[src/spigp_pkg.sv]
// package of constants and carrier types for the spi port with gpio mode
package spigp_pkg;

	// ----------------------------------------------------------------
	// register byte addresses
	// ----------------------------------------------------------------
	localparam logic [4:0] REG_CONTROL   = 5'h00;
	localparam logic [4:0] REG_STATUS    = 5'h04;
	localparam logic [4:0] REG_TX_HOLD   = 5'h08;
	localparam logic [4:0] REG_RX_HOLD   = 5'h0c;
	localparam logic [4:0] REG_PULLUP    = 5'h10;
	localparam logic [4:0] REG_DIRECTION = 5'h14;

	// ----------------------------------------------------------------
	// field positions
	// ----------------------------------------------------------------
	localparam int CTL_CLEAR  = 7;
	localparam int CTL_SELECT = 6;
	localparam int CTL_ROLE   = 5;
	localparam int CTL_FUNC   = 4;
	localparam int CTL_EDGE   = 3;
	localparam int CTL_IDLE   = 2;
	localparam int STS_OVR    = 2;
	localparam int STS_RDY    = 1;
	localparam int STS_FREE   = 0;
	localparam int PAD_NSS    = 3;
	localparam int PAD_MOSI   = 2;
	localparam int PAD_MISO   = 1;
	localparam int PAD_SCK    = 0;

	// ----------------------------------------------------------------
	// reset values
	// ----------------------------------------------------------------
	localparam logic [7:0] CONTROL_RST = 8'h68;
	localparam logic [7:0] DATA_RST    = 8'h00;
	localparam logic [3:0] PULLUP_RST  = 4'hf;
	localparam logic [3:0] DIR_RST     = 4'h0;

	// ----------------------------------------------------------------
	// timing: half periods in rc clock enables, 4 khz from sys clock
	// ----------------------------------------------------------------
	localparam int  SYS_HZ        = 40000000;
	localparam int  FIXED_SCK_HZ  = 4000;
	localparam int  FIXED_HALF    = SYS_HZ / (2 * FIXED_SCK_HZ);
	localparam logic [12:0] FIXED_HALF_CYC = 13'(FIXED_HALF);
	localparam logic [12:0] HALF_DIV2  = 13'h0001;
	localparam logic [12:0] HALF_DIV8  = 13'h0004;
	localparam logic [12:0] HALF_DIV16 = 13'h0008;
	localparam logic [3:0]  BIT_COUNT  = 4'h8;

	// ----------------------------------------------------------------
	// types
	// ----------------------------------------------------------------
	typedef enum logic [1:0] {
		RATE_DIV2  = 2'b00,
		RATE_DIV8  = 2'b01,
		RATE_DIV16 = 2'b10,
		RATE_4KHZ  = 2'b11
	} spigp_rate_type;

	typedef enum logic [1:0] {
		ST_IDLE  = 2'b00,
		ST_LEAD  = 2'b01,
		ST_TRAIL = 2'b10
	} spigp_state_type;

	// pad bundle, bits mapped nss/mosi/miso/sck = 3..0
	typedef struct packed {
		logic [3:0] o;
		logic [3:0] oe;
		logic [3:0] pu;
	} spigp_pad_type;

endpackage

[src/spigp_top.sv]
// spi peripheral with 4-bit general purpose port mode, avalon slave
// ----------------------------------------------------------------
// ----------------------------------------------------------------
//
// The address map and the Avalon-MM slave port were chosen for this implementation.
`timescale 1ns/1ps
module spigp_top (
	// system
	input  wire logic        clk_sys,
	input  wire logic        rstn,
	input  wire logic        pconf_rstn,
	input  wire logic        rc_source_clock,
	// avalon-mm slave
	input  wire logic [4:0]  avs_address,
	input  wire logic        avs_read,
	input  wire logic        avs_write,
	input  wire logic [31:0] avs_writedata,
	input  wire logic [3:0]  avs_byteenable,
	output logic      [31:0] avs_readdata,
	output logic             avs_waitrequest,
	// pads, bits nss/mosi/miso/sck
	input  wire logic [3:0]  pad_in,
	output spigp_pkg::spigp_pad_type pad_ff,
	// receive interrupt
	output logic             rx_irq_ff
);

	// ----------------------------------------------------------------
	// registers
	// ----------------------------------------------------------------
	logic [7:0]  ctl_ff;
	logic [7:0]  tx_ff;
	logic [7:0]  rx_ff;
	logic [7:0]  sh_ff;
	logic [3:0]  pu_ff;
	logic [3:0]  dir_ff;
	logic        ovr_ff;
	logic        rdy_ff;
	logic        free_ff;
	logic        loaded_ff;
	logic [3:0]  sync1_ff;
	logic [3:0]  sync2_ff;
	logic [3:0]  sync3_ff;
	logic [1:0]  rc1_ff;
	logic        rc2_ff;
	logic        rc3_ff;
	logic [12:0] div_ff;
	logic [3:0]  cnt_ff;
	logic        sck_ff;
	logic        smp_ff;
	logic        ack_ff;
	logic        out_ff;
	spigp_pkg::spigp_state_type st_ff;

	// ----------------------------------------------------------------
	// bus decode; one cycle answer via ack_ff, access acts at answer edge
	// ----------------------------------------------------------------
	wire req      = (avs_read | avs_write) & ~ack_ff;
	wire wr_hit   = avs_write & ack_ff & avs_byteenable[0];
	wire rd_hit   = avs_read & ack_ff;
	wire wr_ctl   = wr_hit & (avs_address == spigp_pkg::REG_CONTROL);
	wire wr_sts   = wr_hit & (avs_address == spigp_pkg::REG_STATUS);
	wire wr_tx    = wr_hit & (avs_address == spigp_pkg::REG_TX_HOLD);
	wire wr_pu    = wr_hit & (avs_address == spigp_pkg::REG_PULLUP);
	wire wr_dir   = wr_hit & (avs_address == spigp_pkg::REG_DIRECTION);
	wire rd_rx    = rd_hit & (avs_address == spigp_pkg::REG_RX_HOLD);
	wire [7:0] wd = avs_writedata[7:0];

	// ----------------------------------------------------------------
	// mode decode
	// ----------------------------------------------------------------
	wire spi_on   = ctl_ff[spigp_pkg::CTL_FUNC];
	wire master   = ctl_ff[spigp_pkg::CTL_ROLE];
	wire idle_lvl = ctl_ff[spigp_pkg::CTL_IDLE];
	wire edge1    = ctl_ff[spigp_pkg::CTL_EDGE];
	wire clr_cnt  = wr_ctl & wd[spigp_pkg::CTL_CLEAR];
	wire ld_cmd   = wr_sts & wd[spigp_pkg::STS_FREE];
	wire nss_in   = sync2_ff[spigp_pkg::PAD_NSS];
	wire sck_in   = sync2_ff[spigp_pkg::PAD_SCK];
	wire sck_lvl  = sck_in ^ idle_lvl;
	wire sck_prev = sync3_ff[spigp_pkg::PAD_SCK] ^ idle_lvl;
	// slave edges: lead = leaving idle, trail = back to idle
	wire s_lead   = sck_lvl & ~sck_prev;
	wire s_trail  = ~sck_lvl & sck_prev;
	wire s_hold   = nss_in | clr_cnt;
	wire miso_in  = sync2_ff[spigp_pkg::PAD_MISO];
	wire mosi_in  = sync2_ff[spigp_pkg::PAD_MOSI];
	wire ser_in   = master ? miso_in : mosi_in;

	// ----------------------------------------------------------------
	// rate divider: rc clock is synchronised, its rising edge is the tick
	// ----------------------------------------------------------------
	wire rc_tick  = rc2_ff & ~rc3_ff;
	spigp_pkg::spigp_rate_type rate;
	assign rate   = spigp_pkg::spigp_rate_type'(ctl_ff[1:0]);
	logic [12:0] half;
	always_comb begin
		unique case (rate)
			spigp_pkg::RATE_DIV2:  half = spigp_pkg::HALF_DIV2;
			spigp_pkg::RATE_DIV8:  half = spigp_pkg::HALF_DIV8;
			spigp_pkg::RATE_DIV16: half = spigp_pkg::HALF_DIV16;
			spigp_pkg::RATE_4KHZ:  half = spigp_pkg::FIXED_HALF_CYC;
		endcase
	end
	wire fixed    = (rate == spigp_pkg::RATE_4KHZ);
	wire div_step = fixed | rc_tick;
	wire half_end = div_step & (div_ff == half - 13'h0001);
	wire m_run    = master & (st_ff != spigp_pkg::ST_IDLE);

	// ----------------------------------------------------------------
	// shift engine events, unified for both roles
	// ----------------------------------------------------------------
	wire m_lead   = m_run & half_end & (st_ff == spigp_pkg::ST_LEAD);
	wire m_trail  = m_run & half_end & (st_ff == spigp_pkg::ST_TRAIL);
	wire ev_lead  = master ? m_lead : (s_lead & ~s_hold);
	wire ev_trail = master ? m_trail : (s_trail & ~s_hold);
	// edge select 1: sample on lead, shift on trail; 0 the reverse
	wire ev_smp   = edge1 ? ev_lead : ev_trail;
	wire ev_sft   = edge1 ? ev_trail : ev_lead;
	wire last     = (cnt_ff == spigp_pkg::BIT_COUNT - 4'h1);
	// byte done when the eighth closing edge passes
	wire done     = spi_on & ev_trail & last;
	wire m_start  = spi_on & master & ld_cmd;
	wire slv_ld   = ~master & done & loaded_ff;
	wire tx_move  = (spi_on & ld_cmd) | slv_ld;
	// rotated byte with the sample of this transfer in the lsb
	wire [7:0] rot = edge1 ? {sh_ff[6:0], smp_ff}
	                       : {sh_ff[6:0], ser_in};

	// ----------------------------------------------------------------
	// bus answer and read mux
	// ----------------------------------------------------------------
	logic [7:0] rd_mux;
	always_comb begin
		unique case (avs_address)
			spigp_pkg::REG_CONTROL:   rd_mux = {1'b0, ctl_ff[6:0]};
			spigp_pkg::REG_STATUS:    rd_mux = {5'h00, ovr_ff, rdy_ff,
			                                    free_ff};
			spigp_pkg::REG_TX_HOLD:   rd_mux = tx_ff;
			spigp_pkg::REG_RX_HOLD:   rd_mux = spi_on ? rx_ff
			                            : {4'h0, sync2_ff};
			spigp_pkg::REG_PULLUP:    rd_mux = {4'h0, pu_ff};
			spigp_pkg::REG_DIRECTION: rd_mux = {4'h0, dir_ff};
			default:                  rd_mux = 8'h00;  // unmapped reads 0
		endcase
	end

	// request taken in first cycle, waitrequest dropped in the second
	always_ff @(posedge clk_sys) begin
		if (!rstn) begin
			ack_ff          <= 1'b0;
			avs_waitrequest <= 1'b1;
			avs_readdata    <= 32'h0000_0000;
		end else begin
			ack_ff          <= req;
			avs_waitrequest <= ~req;
			avs_readdata    <= {24'h00_0000, rd_mux};
		end
	end

	// ----------------------------------------------------------------
	// control and data registers
	// ----------------------------------------------------------------
	always_ff @(posedge clk_sys) begin
		if (!rstn) begin
			ctl_ff <= spigp_pkg::CONTROL_RST;
			tx_ff  <= spigp_pkg::DATA_RST;
		end else begin
			if (wr_ctl)
				ctl_ff <= {1'b0, wd[6:0]};
			if (wr_tx)
				tx_ff <= wd;
		end
	end

	// pad configuration has its own reset
	always_ff @(posedge clk_sys) begin
		if (!pconf_rstn) begin
			pu_ff  <= spigp_pkg::PULLUP_RST;
			dir_ff <= spigp_pkg::DIR_RST;
		end else begin
			if (wr_pu)
				pu_ff <= wd[3:0];
			if (wr_dir)
				dir_ff <= wd[3:0];
		end
	end

	// ----------------------------------------------------------------
	// status flags; hardware set wins over software clear
	// ----------------------------------------------------------------
	always_ff @(posedge clk_sys) begin
		if (!rstn) begin
			ovr_ff    <= 1'b0;
			rdy_ff    <= 1'b0;
			free_ff   <= 1'b1;
			loaded_ff <= 1'b0;
			rx_irq_ff <= 1'b0;
		end else begin
			if (done & rdy_ff & ~rd_rx)
				ovr_ff <= 1'b1;
			else if (wr_sts & wd[spigp_pkg::STS_OVR])
				ovr_ff <= 1'b0;
			if (done)
				rdy_ff <= 1'b1;
			else if (rd_rx)
				rdy_ff <= 1'b0;
			if (tx_move)
				free_ff <= 1'b1;
			else if (wr_tx)
				free_ff <= 1'b0;
			if (spi_on & ld_cmd)
				loaded_ff <= 1'b1;
			rx_irq_ff <= done & ~rdy_ff;
		end
	end

	// ----------------------------------------------------------------
	// synchronisers: pads pass two flip-flops, rc clock three
	// ----------------------------------------------------------------
	always_ff @(posedge clk_sys) begin
		if (!rstn) begin
			sync1_ff <= 4'h0;
			sync2_ff <= 4'h0;
			sync3_ff <= 4'h0;
			rc1_ff   <= 2'b00;
			rc2_ff   <= 1'b0;
			rc3_ff   <= 1'b0;
		end else begin
			sync1_ff <= pad_in;
			sync2_ff <= sync1_ff;
			sync3_ff <= sync2_ff;
			rc1_ff   <= {rc1_ff[0], rc_source_clock};
			rc2_ff   <= rc1_ff[1];
			rc3_ff   <= rc2_ff;
		end
	end

	// ----------------------------------------------------------------
	// master sequencer: idle, leading half, trailing half
	// ----------------------------------------------------------------
	always_ff @(posedge clk_sys) begin
		if (!rstn) begin
			st_ff  <= spigp_pkg::ST_IDLE;
			div_ff <= 13'h0000;
			sck_ff <= 1'b0;
		end else begin
			if (m_start | clr_cnt | ~master | ~spi_on) begin
				// clear restarts the byte if one was running
				st_ff  <= (m_start | (clr_cnt & m_run))
				          ? spigp_pkg::ST_LEAD : spigp_pkg::ST_IDLE;
				div_ff <= 13'h0000;
				sck_ff <= 1'b0;
			end else if (m_run & div_step) begin
				div_ff <= half_end ? 13'h0000 : div_ff + 13'h0001;
				if (half_end) begin
					unique case (st_ff)
						spigp_pkg::ST_LEAD: begin
							st_ff  <= spigp_pkg::ST_TRAIL;
							sck_ff <= 1'b1;
						end
						spigp_pkg::ST_TRAIL: begin
							// clock stops after the last bit
							st_ff  <= last ? spigp_pkg::ST_IDLE
							               : spigp_pkg::ST_LEAD;
							sck_ff <= 1'b0;
						end
						default: st_ff <= spigp_pkg::ST_IDLE;
					endcase
				end
			end
		end
	end

	// ----------------------------------------------------------------
	// shift register and bit counter
	// ----------------------------------------------------------------
	always_ff @(posedge clk_sys) begin
		if (!rstn) begin
			sh_ff  <= spigp_pkg::DATA_RST;
			rx_ff  <= spigp_pkg::DATA_RST;
			cnt_ff <= 4'h0;
			smp_ff <= 1'b0;
			out_ff <= 1'b0;
		end else begin
			if (ev_smp)
				smp_ff <= ser_in;
			// edge select 0: the bit leaving at the lead edge must stay
			// on the wire until the far side samples it at the trail
			if (ev_sft & spi_on & ~edge1)
				out_ff <= sh_ff[7];
			if (m_start | clr_cnt | (~master & nss_in))
				cnt_ff <= 4'h0;
			else if (ev_trail)
				cnt_ff <= last ? 4'h0 : cnt_ff + 4'h1;
			if (done)
				rx_ff <= rot;
			if (tx_move)
				sh_ff <= tx_ff;
			else if (ev_sft & ~(edge1 & done) & spi_on)
				sh_ff <= rot;
			else if (edge1 & done)
				sh_ff <= rot;
		end
	end

	// ----------------------------------------------------------------
	// pad drive: spi roles or port registers
	// ----------------------------------------------------------------
	// with edge select 1 the first bit must be on mosi before the
	// first edge, so the msb is driven straight from the shifter
	wire [3:0] spi_oe = master ? 4'b1101 : 4'b0010;
	wire       sck_o  = sck_ff ^ idle_lvl;
	wire       ser_o  = edge1 ? sh_ff[7] : out_ff;
	wire [3:0] spi_o  = {ctl_ff[spigp_pkg::CTL_SELECT],
	                     ser_o, ser_o, sck_o};
	wire [3:0] oe_sel = spi_on ? spi_oe : dir_ff;
	always_ff @(posedge clk_sys) begin
		if (!rstn) begin
			pad_ff <= '0;
		end else begin
			pad_ff.o  <= spi_on ? spi_o : tx_ff[3:0];
			pad_ff.oe <= oe_sel;
			pad_ff.pu <= pu_ff & ~oe_sel;
		end
	end
endmodule

[config.mk]
export PLATFORM = sky130hd
export DESIGN_NAME = spigp_top
export DESIGN_NICKNAME = d
export VERILOG_FILES = /design/src/spigp_pkg.sv /design/src/spigp_top.sv
export SDC_FILE = /design/constraint.sdc
export NUM_CORES = 1
export LEC_CHECK = 0
export BUFFER_PORTS_ARGS = -buffer_cell sky130_fd_sc_hd__buf_4
export CAP_MARGIN = 20
export CORE_UTILIZATION = 54
export DETAILED_ROUTE_END_ITERATION = 12
export GPL_ROUTABILITY_DRIVEN = 0
export MAX_ROUTING_LAYER = met4
export PLACE_DENSITY = 0.87
export SLEW_MARGIN = 20
export SYNTH_ARGS = -nofsm -noshare
export SYNTH_HDL_FRONTEND = slang
export SYNTH_SLANG_ARGS = --single-unit
[constraint.sdc]
create_clock -name clk_sys -period 2.8 [get_ports clk_sys]
set_input_delay 0.14 -clock clk_sys [delete_from_list [all_inputs] [get_ports clk_sys]]
set_output_delay 0.14 -clock clk_sys [all_outputs]
set_load 0.03 [all_outputs]
Yosys cells after proc, flatten, opt, wreduce, memory -nomap -nowiden. Index checks and enable logic that the tools add are counted.

Output and inout bits: 46. Input port bits: 51. Logic and storage cells: 156. Register bits after elaboration: 125.

Mux-type cells: 29. Add/sub/neg operators: 3. Equal/unequal tests: 12. Reduce and logical (&&, ||, !) cells: 14. Bitwise operators: 68.

Operators with widths (count): 13-bit one-hot mux with 4 select lines (1); 8-bit one-hot mux with 6 select lines (1); 1-bit bitwise AND (41); 8-bit 2-to-1 mux (4); 4-bit 2-to-1 mux (4); 13-bit by 1-bit adder with 13-bit output (second input constant) (1); 13-bit equality test (1); 1-bit 2-to-1 mux (13); 13-bit 2-to-1 mux (1); 1-bit inverter (13); 13-bit by 1-bit subtractor with 13-bit output (second input constant) (1); 2-bit nonzero test (6); 5-bit by 4-bit equality test with 1-bit output (second input constant) (2); 5-bit equality test (second input constant) (2); 1-bit bitwise OR (9); 2-bit equality test (second input constant) (3); 2-bit 2-to-1 mux (3); 2-bit OR reduction (3); 5-bit by 3-bit equality test with 1-bit output (second input constant) (1); 5-bit logical NOT (1); 4-bit by 1-bit adder with 4-bit output (second input constant) (1); 4-bit bitwise AND (1); 2-bit by 1-bit equality test with 1-bit output (second input constant) (2); 4-bit by 3-bit equality test with 1-bit output (second input constant) (1); other kinds (8) (10).

Longest topological paths before layout.
Depth in word-level cells: 16. Mapped depth: 9. Depth with buffers taken out: 8.

Least setup slack after synthesis. No wires, ideal clock.

Path type: reg2reg. Start: register st_ff[0]. End: register cnt_ff[3]. Cell stages (with the launch flop): 9. Setup time: 68 ps. Required time: 2732 ps. Arrival: 1996 ps. Slack: 736 ps. Buffers on the path: 0. Clock period less this slack: 2064 ps. Cell sequence: dfxtp_1 -> inv_1 -> ha_1 -> nand2b_1 -> a211oi_1 -> o2111a_4 -> nor2_4 -> or4b_4 -> a21oi_2.

Longest elaborated chain between the ends: 5. Elaborated cells on any way between the ends: 6. Classes of those cells: eq/ne (1); mux (1); bitwise (3); reduce/logical (1).

RTL lines: start, declared (RTL line spigp_top.sv:53) `spigp_pkg::spigp_state_type st_ff;`; start signal, assigned (RTL line spigp_top.sv:244) `st_ff <= spigp_pkg::ST_IDLE;`; start signal, assigned (RTL line spigp_top.sv:250) `st_ff <= (m_start | (clr_cnt & m_run))`; start signal, assigned (RTL line spigp_top.sv:259) `st_ff <= spigp_pkg::ST_TRAIL;`; 2-bit nonzero test (RTL line spigp_top.sv:108) `wire m_run = master & (st_ff != spigp_pkg::ST_IDLE);`; 1-bit bitwise AND (RTL line spigp_top.sv:108); 1-bit bitwise AND (RTL line spigp_top.sv:114) `wire m_trail = m_run & half_end & (st_ff == spigp_pkg::ST_TRAIL);`; 1-bit bitwise AND * (RTL line spigp_top.sv:114); 1-bit 2-to-1 mux * (RTL line spigp_top.sv:116) `wire ev_trail = master ? m_trail : (s_trail & ~s_hold);`; end signal, assigned (RTL line spigp_top.sv:295) `cnt_ff <= last ? 4'h0 : cnt_ff + 4'h1;`; end, declared (RTL line spigp_top.sv:48) `logic [3:0] cnt_ff;`.

Every way passes the cells marked *; elsewhere a longest branch is shown, timed or not. A chain may end at the register's enable or synchronous reset.

Final worst setup path.
Start: register st_ff[0]. End: register div_ff[10].

Longest elaborated chain between the ends: 3.

RTL lines: 2-bit nonzero test (RTL line spigp_top.sv:108); 1-bit bitwise AND (RTL line spigp_top.sv:108); 1-bit bitwise AND (RTL line spigp_top.sv:254) `end else if (m_run & div_step) begin`; end signal, assigned (RTL line spigp_top.sv:255) `div_ff <= half_end ? 13'h0000 : div_ff + 13'h0001;`; end, declared (RTL line spigp_top.sv:47) `logic [12:0] div_ff;`.

No other way between the ends.

==> impl_metrics.csv <==
group,metric,value,unit
outcome,status,"finished clean",
sta,finalCritPeriodShare,85.6,%
power,power_density,488,nW/um^2
yosys,ys_warn_count,0,
placement,port_buffers,45,
detailed_routing,post_drt_wl_per_cell,16.2,um
worst_hold_path,whs_path_depth,3,
clock_network,cts_setup_buffers,0,
setup_path,crit_path_end,"div_ff[10]$_SDFFE_PP0P_",
clock_network,clk_latency,0.38,ns
yosys,synthAdderAreaFrac,1.64,%
floorplan,die_y,94.0,um
setup_path,crit_path_max_fanout,11,
detailed_routing,vias,4004,
yosys,async_flop_share,0,%
floorplan,ios,97,
clock_network,ctsResizeCount,0,
sta,min_period,2.40,ns
sta,finalSetupViolCount,0,
finish,layout-drive-gt1-share,14.7,%
global_routing,grt_pass1_vias,3800,
power,p_total,0.00250,W
setup_path,path_buf_inv,1,
placement,dp.cells,651,
sta,fmaxAchievable,417,MHz
global_routing,grt_max_degree,36,
yosys,synth-compound-area-share,14.4,%
yosys,synth_top_family_by_area,"simple AND/OR/NAND/NOR gates",
detailed_routing,post_drt_via_cell_ratio,5.93,
yosys,avgSynthCellArea,8.73,um^2
yosys,yosysSeqAreaShare,44.3,%
finish,final_util,62.4,%
yosys,synth.distinct_cells,60,
setup_path,slowest_delay,0.61,ns
setup_path,startpoint,"st_ff[0]$_SDFFE_PN0P_",
floorplan,rows,33,
sta,worstMarginPinSlew,0.701,ns
power,irDropWorstVdd,0.000324,V
sta,fin_setup_tns,0,ns
yosys,ys_ff_latch,101,
sta,rsz0062_at_grt,"no",
setup_path,critical_path.cell_chain,"inv_1 > ha_1 > nor2b_1 > o21ai_0 > or4_1 > nand3_1 > nor2_1",
clock_network,cts_buffers,9,
clock_network,root_buffer,"clkbuf_8",
setup_path,worst-path-stages,7,
global_routing,grt_usage,26.9,%
finish,antenna_cells,0,
sta,skew,0.0124,ns
setup_path,worst_path_max_delay_cell,"or4_1",
floorplan,die_w,94.0,um
global_routing,gr-total-overflow,0,
sta,hold_viol_final,0,
floorplan,die_area,8830,um^2
worst_hold_path,hold_path.class,"primary input to flip-flop",
global_routing,antenna_found_initial,0,
sta,whs,0.0147,ns
setup_path,path_delay_family,"simple AND/OR/NAND/NOR gates",
yosys,ys.flop_type,"dfxtp_1",
clock_network,cts_tree,"built",
job,drv_cap,0,
detailed_routing,detail_route.drc_violations,0,
finish,nets,622,
finish,multi_input_area,2290,um^2
clock_network,clock_path_buffers,2,
yosys,synth_xor_area_share,2.88,%
setup_path,reg2reg_depth,7,
floorplan,start_util,55.6,%
yosys,netlist_instances,523,
clock_network,cts.sinks,101,
clock_network,htree_levels,3,
detailed_routing,first_pass_iters,5,
global_routing,grt_pass1_wl,17900,um
setup_path,endpoint_kind,"flip-flop",
sta,slew_headroom,53.1,%
setup_path,reg2reg_slack,0.40,ns
yosys,synth_edf_count,0,
detailed_routing,drtIter0Drc,363,
placement,dp_hpwl,7630,um
setup_path,required,3.05,ns
setup_path,critPathLaunchType,"flip-flop",
finish,area_growth,12.3,%
finish,seq_area,2020,um^2
detailed_routing,wirelength,10900,um
yosys,synthesis.area,4570,um^2
power,leakagePower,1.88,nW
setup_path,worstReg2RegEnd,"div_ff[10]$_SDFFE_PP0P_",
yosys,synth-simple-area-share,23.9,%
clock_network,clkTransAtPathRegs,0.11,ns
setup_path,critPathKind,"flip-flop to flip-flop",
detailed_routing,ant_nets,0,
finish,stdcell_count,675,
yosys,muxShareOfSynthArea,5.32,%
setup_path,r2r-start,"st_ff[0]$_SDFFE_PN0P_",
finish,n_fill_cell,658,
setup_path,arrival,2.64,ns
sta,finalMaxSlewViolations,0,
floorplan,core,8220,um^2
==> tightest hold or removal path, cell delays in order <==
cell     delay, ns
buf_4         0.10
nand3_1       0.06
nand3_1       0.07
==> kinds of logic after synthesis <==
family                   count (synthesis)
AO/OA/AOI/OAI                           97
XOR/XNOR                                15
adder cells (fa/ha/maj)                  6
buffers and inverters                   62
flip-flops                             101
multiplexers                            24
other                                    1
AND/OR/NAND/NOR                        217
==> cell type report <==
cell class                      instances  area share (%)
Clock buffer                            9            2.42
Clock inverter                          7            1.12
Inverter                               10           0.732
Multi-Input combinational cell        383            44.6
Sequential cell                       101            39.4
Tap cell                              105            2.56
Timing Repair Buffer                   60            9.17
==> stage by stage <==
step	setup slack, ns	cell area [um^2]
2_1_floorplan	0.736	4650
3_3_place_gp	0.524	4870
3_5_place_dp	0.447	4870
4_1_cts	0.413	5130
5_1_grt	0.230	5130
6_report	0.404	5130
==> flip-flops by register name (all words and copies together) (netlist names), 2 cells and up <==
| register | cells |
|---|---|
| div_ff | 13 |
| st_ff | 2 |
| ctl_ff | 7 |
| rx_ff | 8 |
| sync2_ff | 4 |
| pu_ff | 4 |
| sh_ff | 8 |
| tx_ff | 8 |
| cnt_ff | 4 |
| avs_readdata | 8 |
| rc1_ff | 2 |
| dir_ff | 4 |
| sync1_ff | 4 |
| pad_ff | 12 |
==> synth_stat cells, types with 3 or more instances <==
library cell | n | share of area, %
dfxtp_1 | 101 | 44
and2_1 | 16 | 2.2
nor2b_1 | 3 | 0.41
nand2_1 | 45 | 3.7
o2111ai_1 | 3 | 0.58
xor2_1 | 4 | 0.77
a22oi_1 | 6 | 0.99
and3_1 | 11 | 1.5
mux2i_1 | 22 | 4.8
a311oi_1 | 3 | 0.58
a31oi_1 | 8 | 1.1
nor3_1 | 8 | 0.88
ha_1 | 6 | 1.6
nor2_1 | 49 | 4.0
o21ai_0 | 20 | 2.2
o21a_1 | 3 | 0.49
a221oi_1 | 3 | 0.58
a222oi_1 | 3 | 0.66
inv_1 | 9 | 0.74
nor4_1 | 3 | 0.41
buf_2 | 3 | 0.33
xnor2_1 | 11 | 2.1
nand2b_1 | 4 | 0.55
nand4_1 | 10 | 1.4
a21oi_1 | 28 | 3.1
buf_4 | 26 | 4.3
clkbuf_1 | 20 | 1.6
nand3_1 | 51 | 5.6
a21boi_0 | 5 | 0.82
==> worst min path at each step <==
stage,end,start,slack [ns]
6_report,pu_ff[3]$_SDFFE_PN1P_,avs_writedata[3],0.01
5_1_grt,tx_ff[1]$_SDFFE_PN0P_,avs_writedata[1],0.05
4_1_cts,pu_ff[3]$_SDFFE_PN1P_,avs_writedata[3],0.01
3_5_place_dp,sync1_ff[0]$_SDFF_PN0_,pad_in[0],0.35
3_3_place_gp,sync1_ff[2]$_SDFF_PN0_,pad_in[2],0.35
2_1_floorplan,pu_ff[1]$_SDFFE_PN1P_,pconf_rstn,0.21
==> where the power goes <==
part           internal (W)  switching, W  leakage [nW]  total [W]
clock network      0.000337      0.000542        0.0886   0.000880
registers           0.00145    0.00000648         0.818    0.00146
logic             0.0000525      0.000113         0.973   0.000165
total               0.00184      0.000662          1.88    0.00250
==> layer usage <==
layer / up-vias / global-route usage, % / share of wire [%]
li1: 1894 / - / -
met1: 1856 / 33.1 / 43
met2: 222 / 43.2 / 48
met3: 32 / 5.26 / 7.6
met4: 0 / 11.3 / 2.2
met5: - / - / 0
==> layout by cell type, fill, tap and decap left out, types with 3 or more instances in the layout <==
cell	n
o21a_1	3
and3_1	11
a311oi_1	3
nor2b_1	3
nor3_1	8
nor4_1	3
o2111ai_1	3
nand4_1	10
buf_4	52
a21oi_1	28
conb_1	24
a222oi_1	3
inv_6	3
dlygate4sd3_1	8
clkbuf_8	9
nand3_1	51
and2_1	16
a21boi_0	5
xor2_1	4
a31oi_1	8
inv_1	9
nand2b_1	4
a22oi_1	6
nor2_1	49
mux2i_1	22
dfxtp_1	101
o21ai_0	20
a221oi_1	3
xnor2_1	11
nand2_1	45
ha_1	6
==> timing repair <==
| action | in CTS | in global routing |
|---|---|---|
| hold buffers | 8 | 0 |
| endpoints found under the hold margin | 11 | 0 |
| setup endpoints to repair | 0 | 0 |
Power figures use the tool's default switching activity.
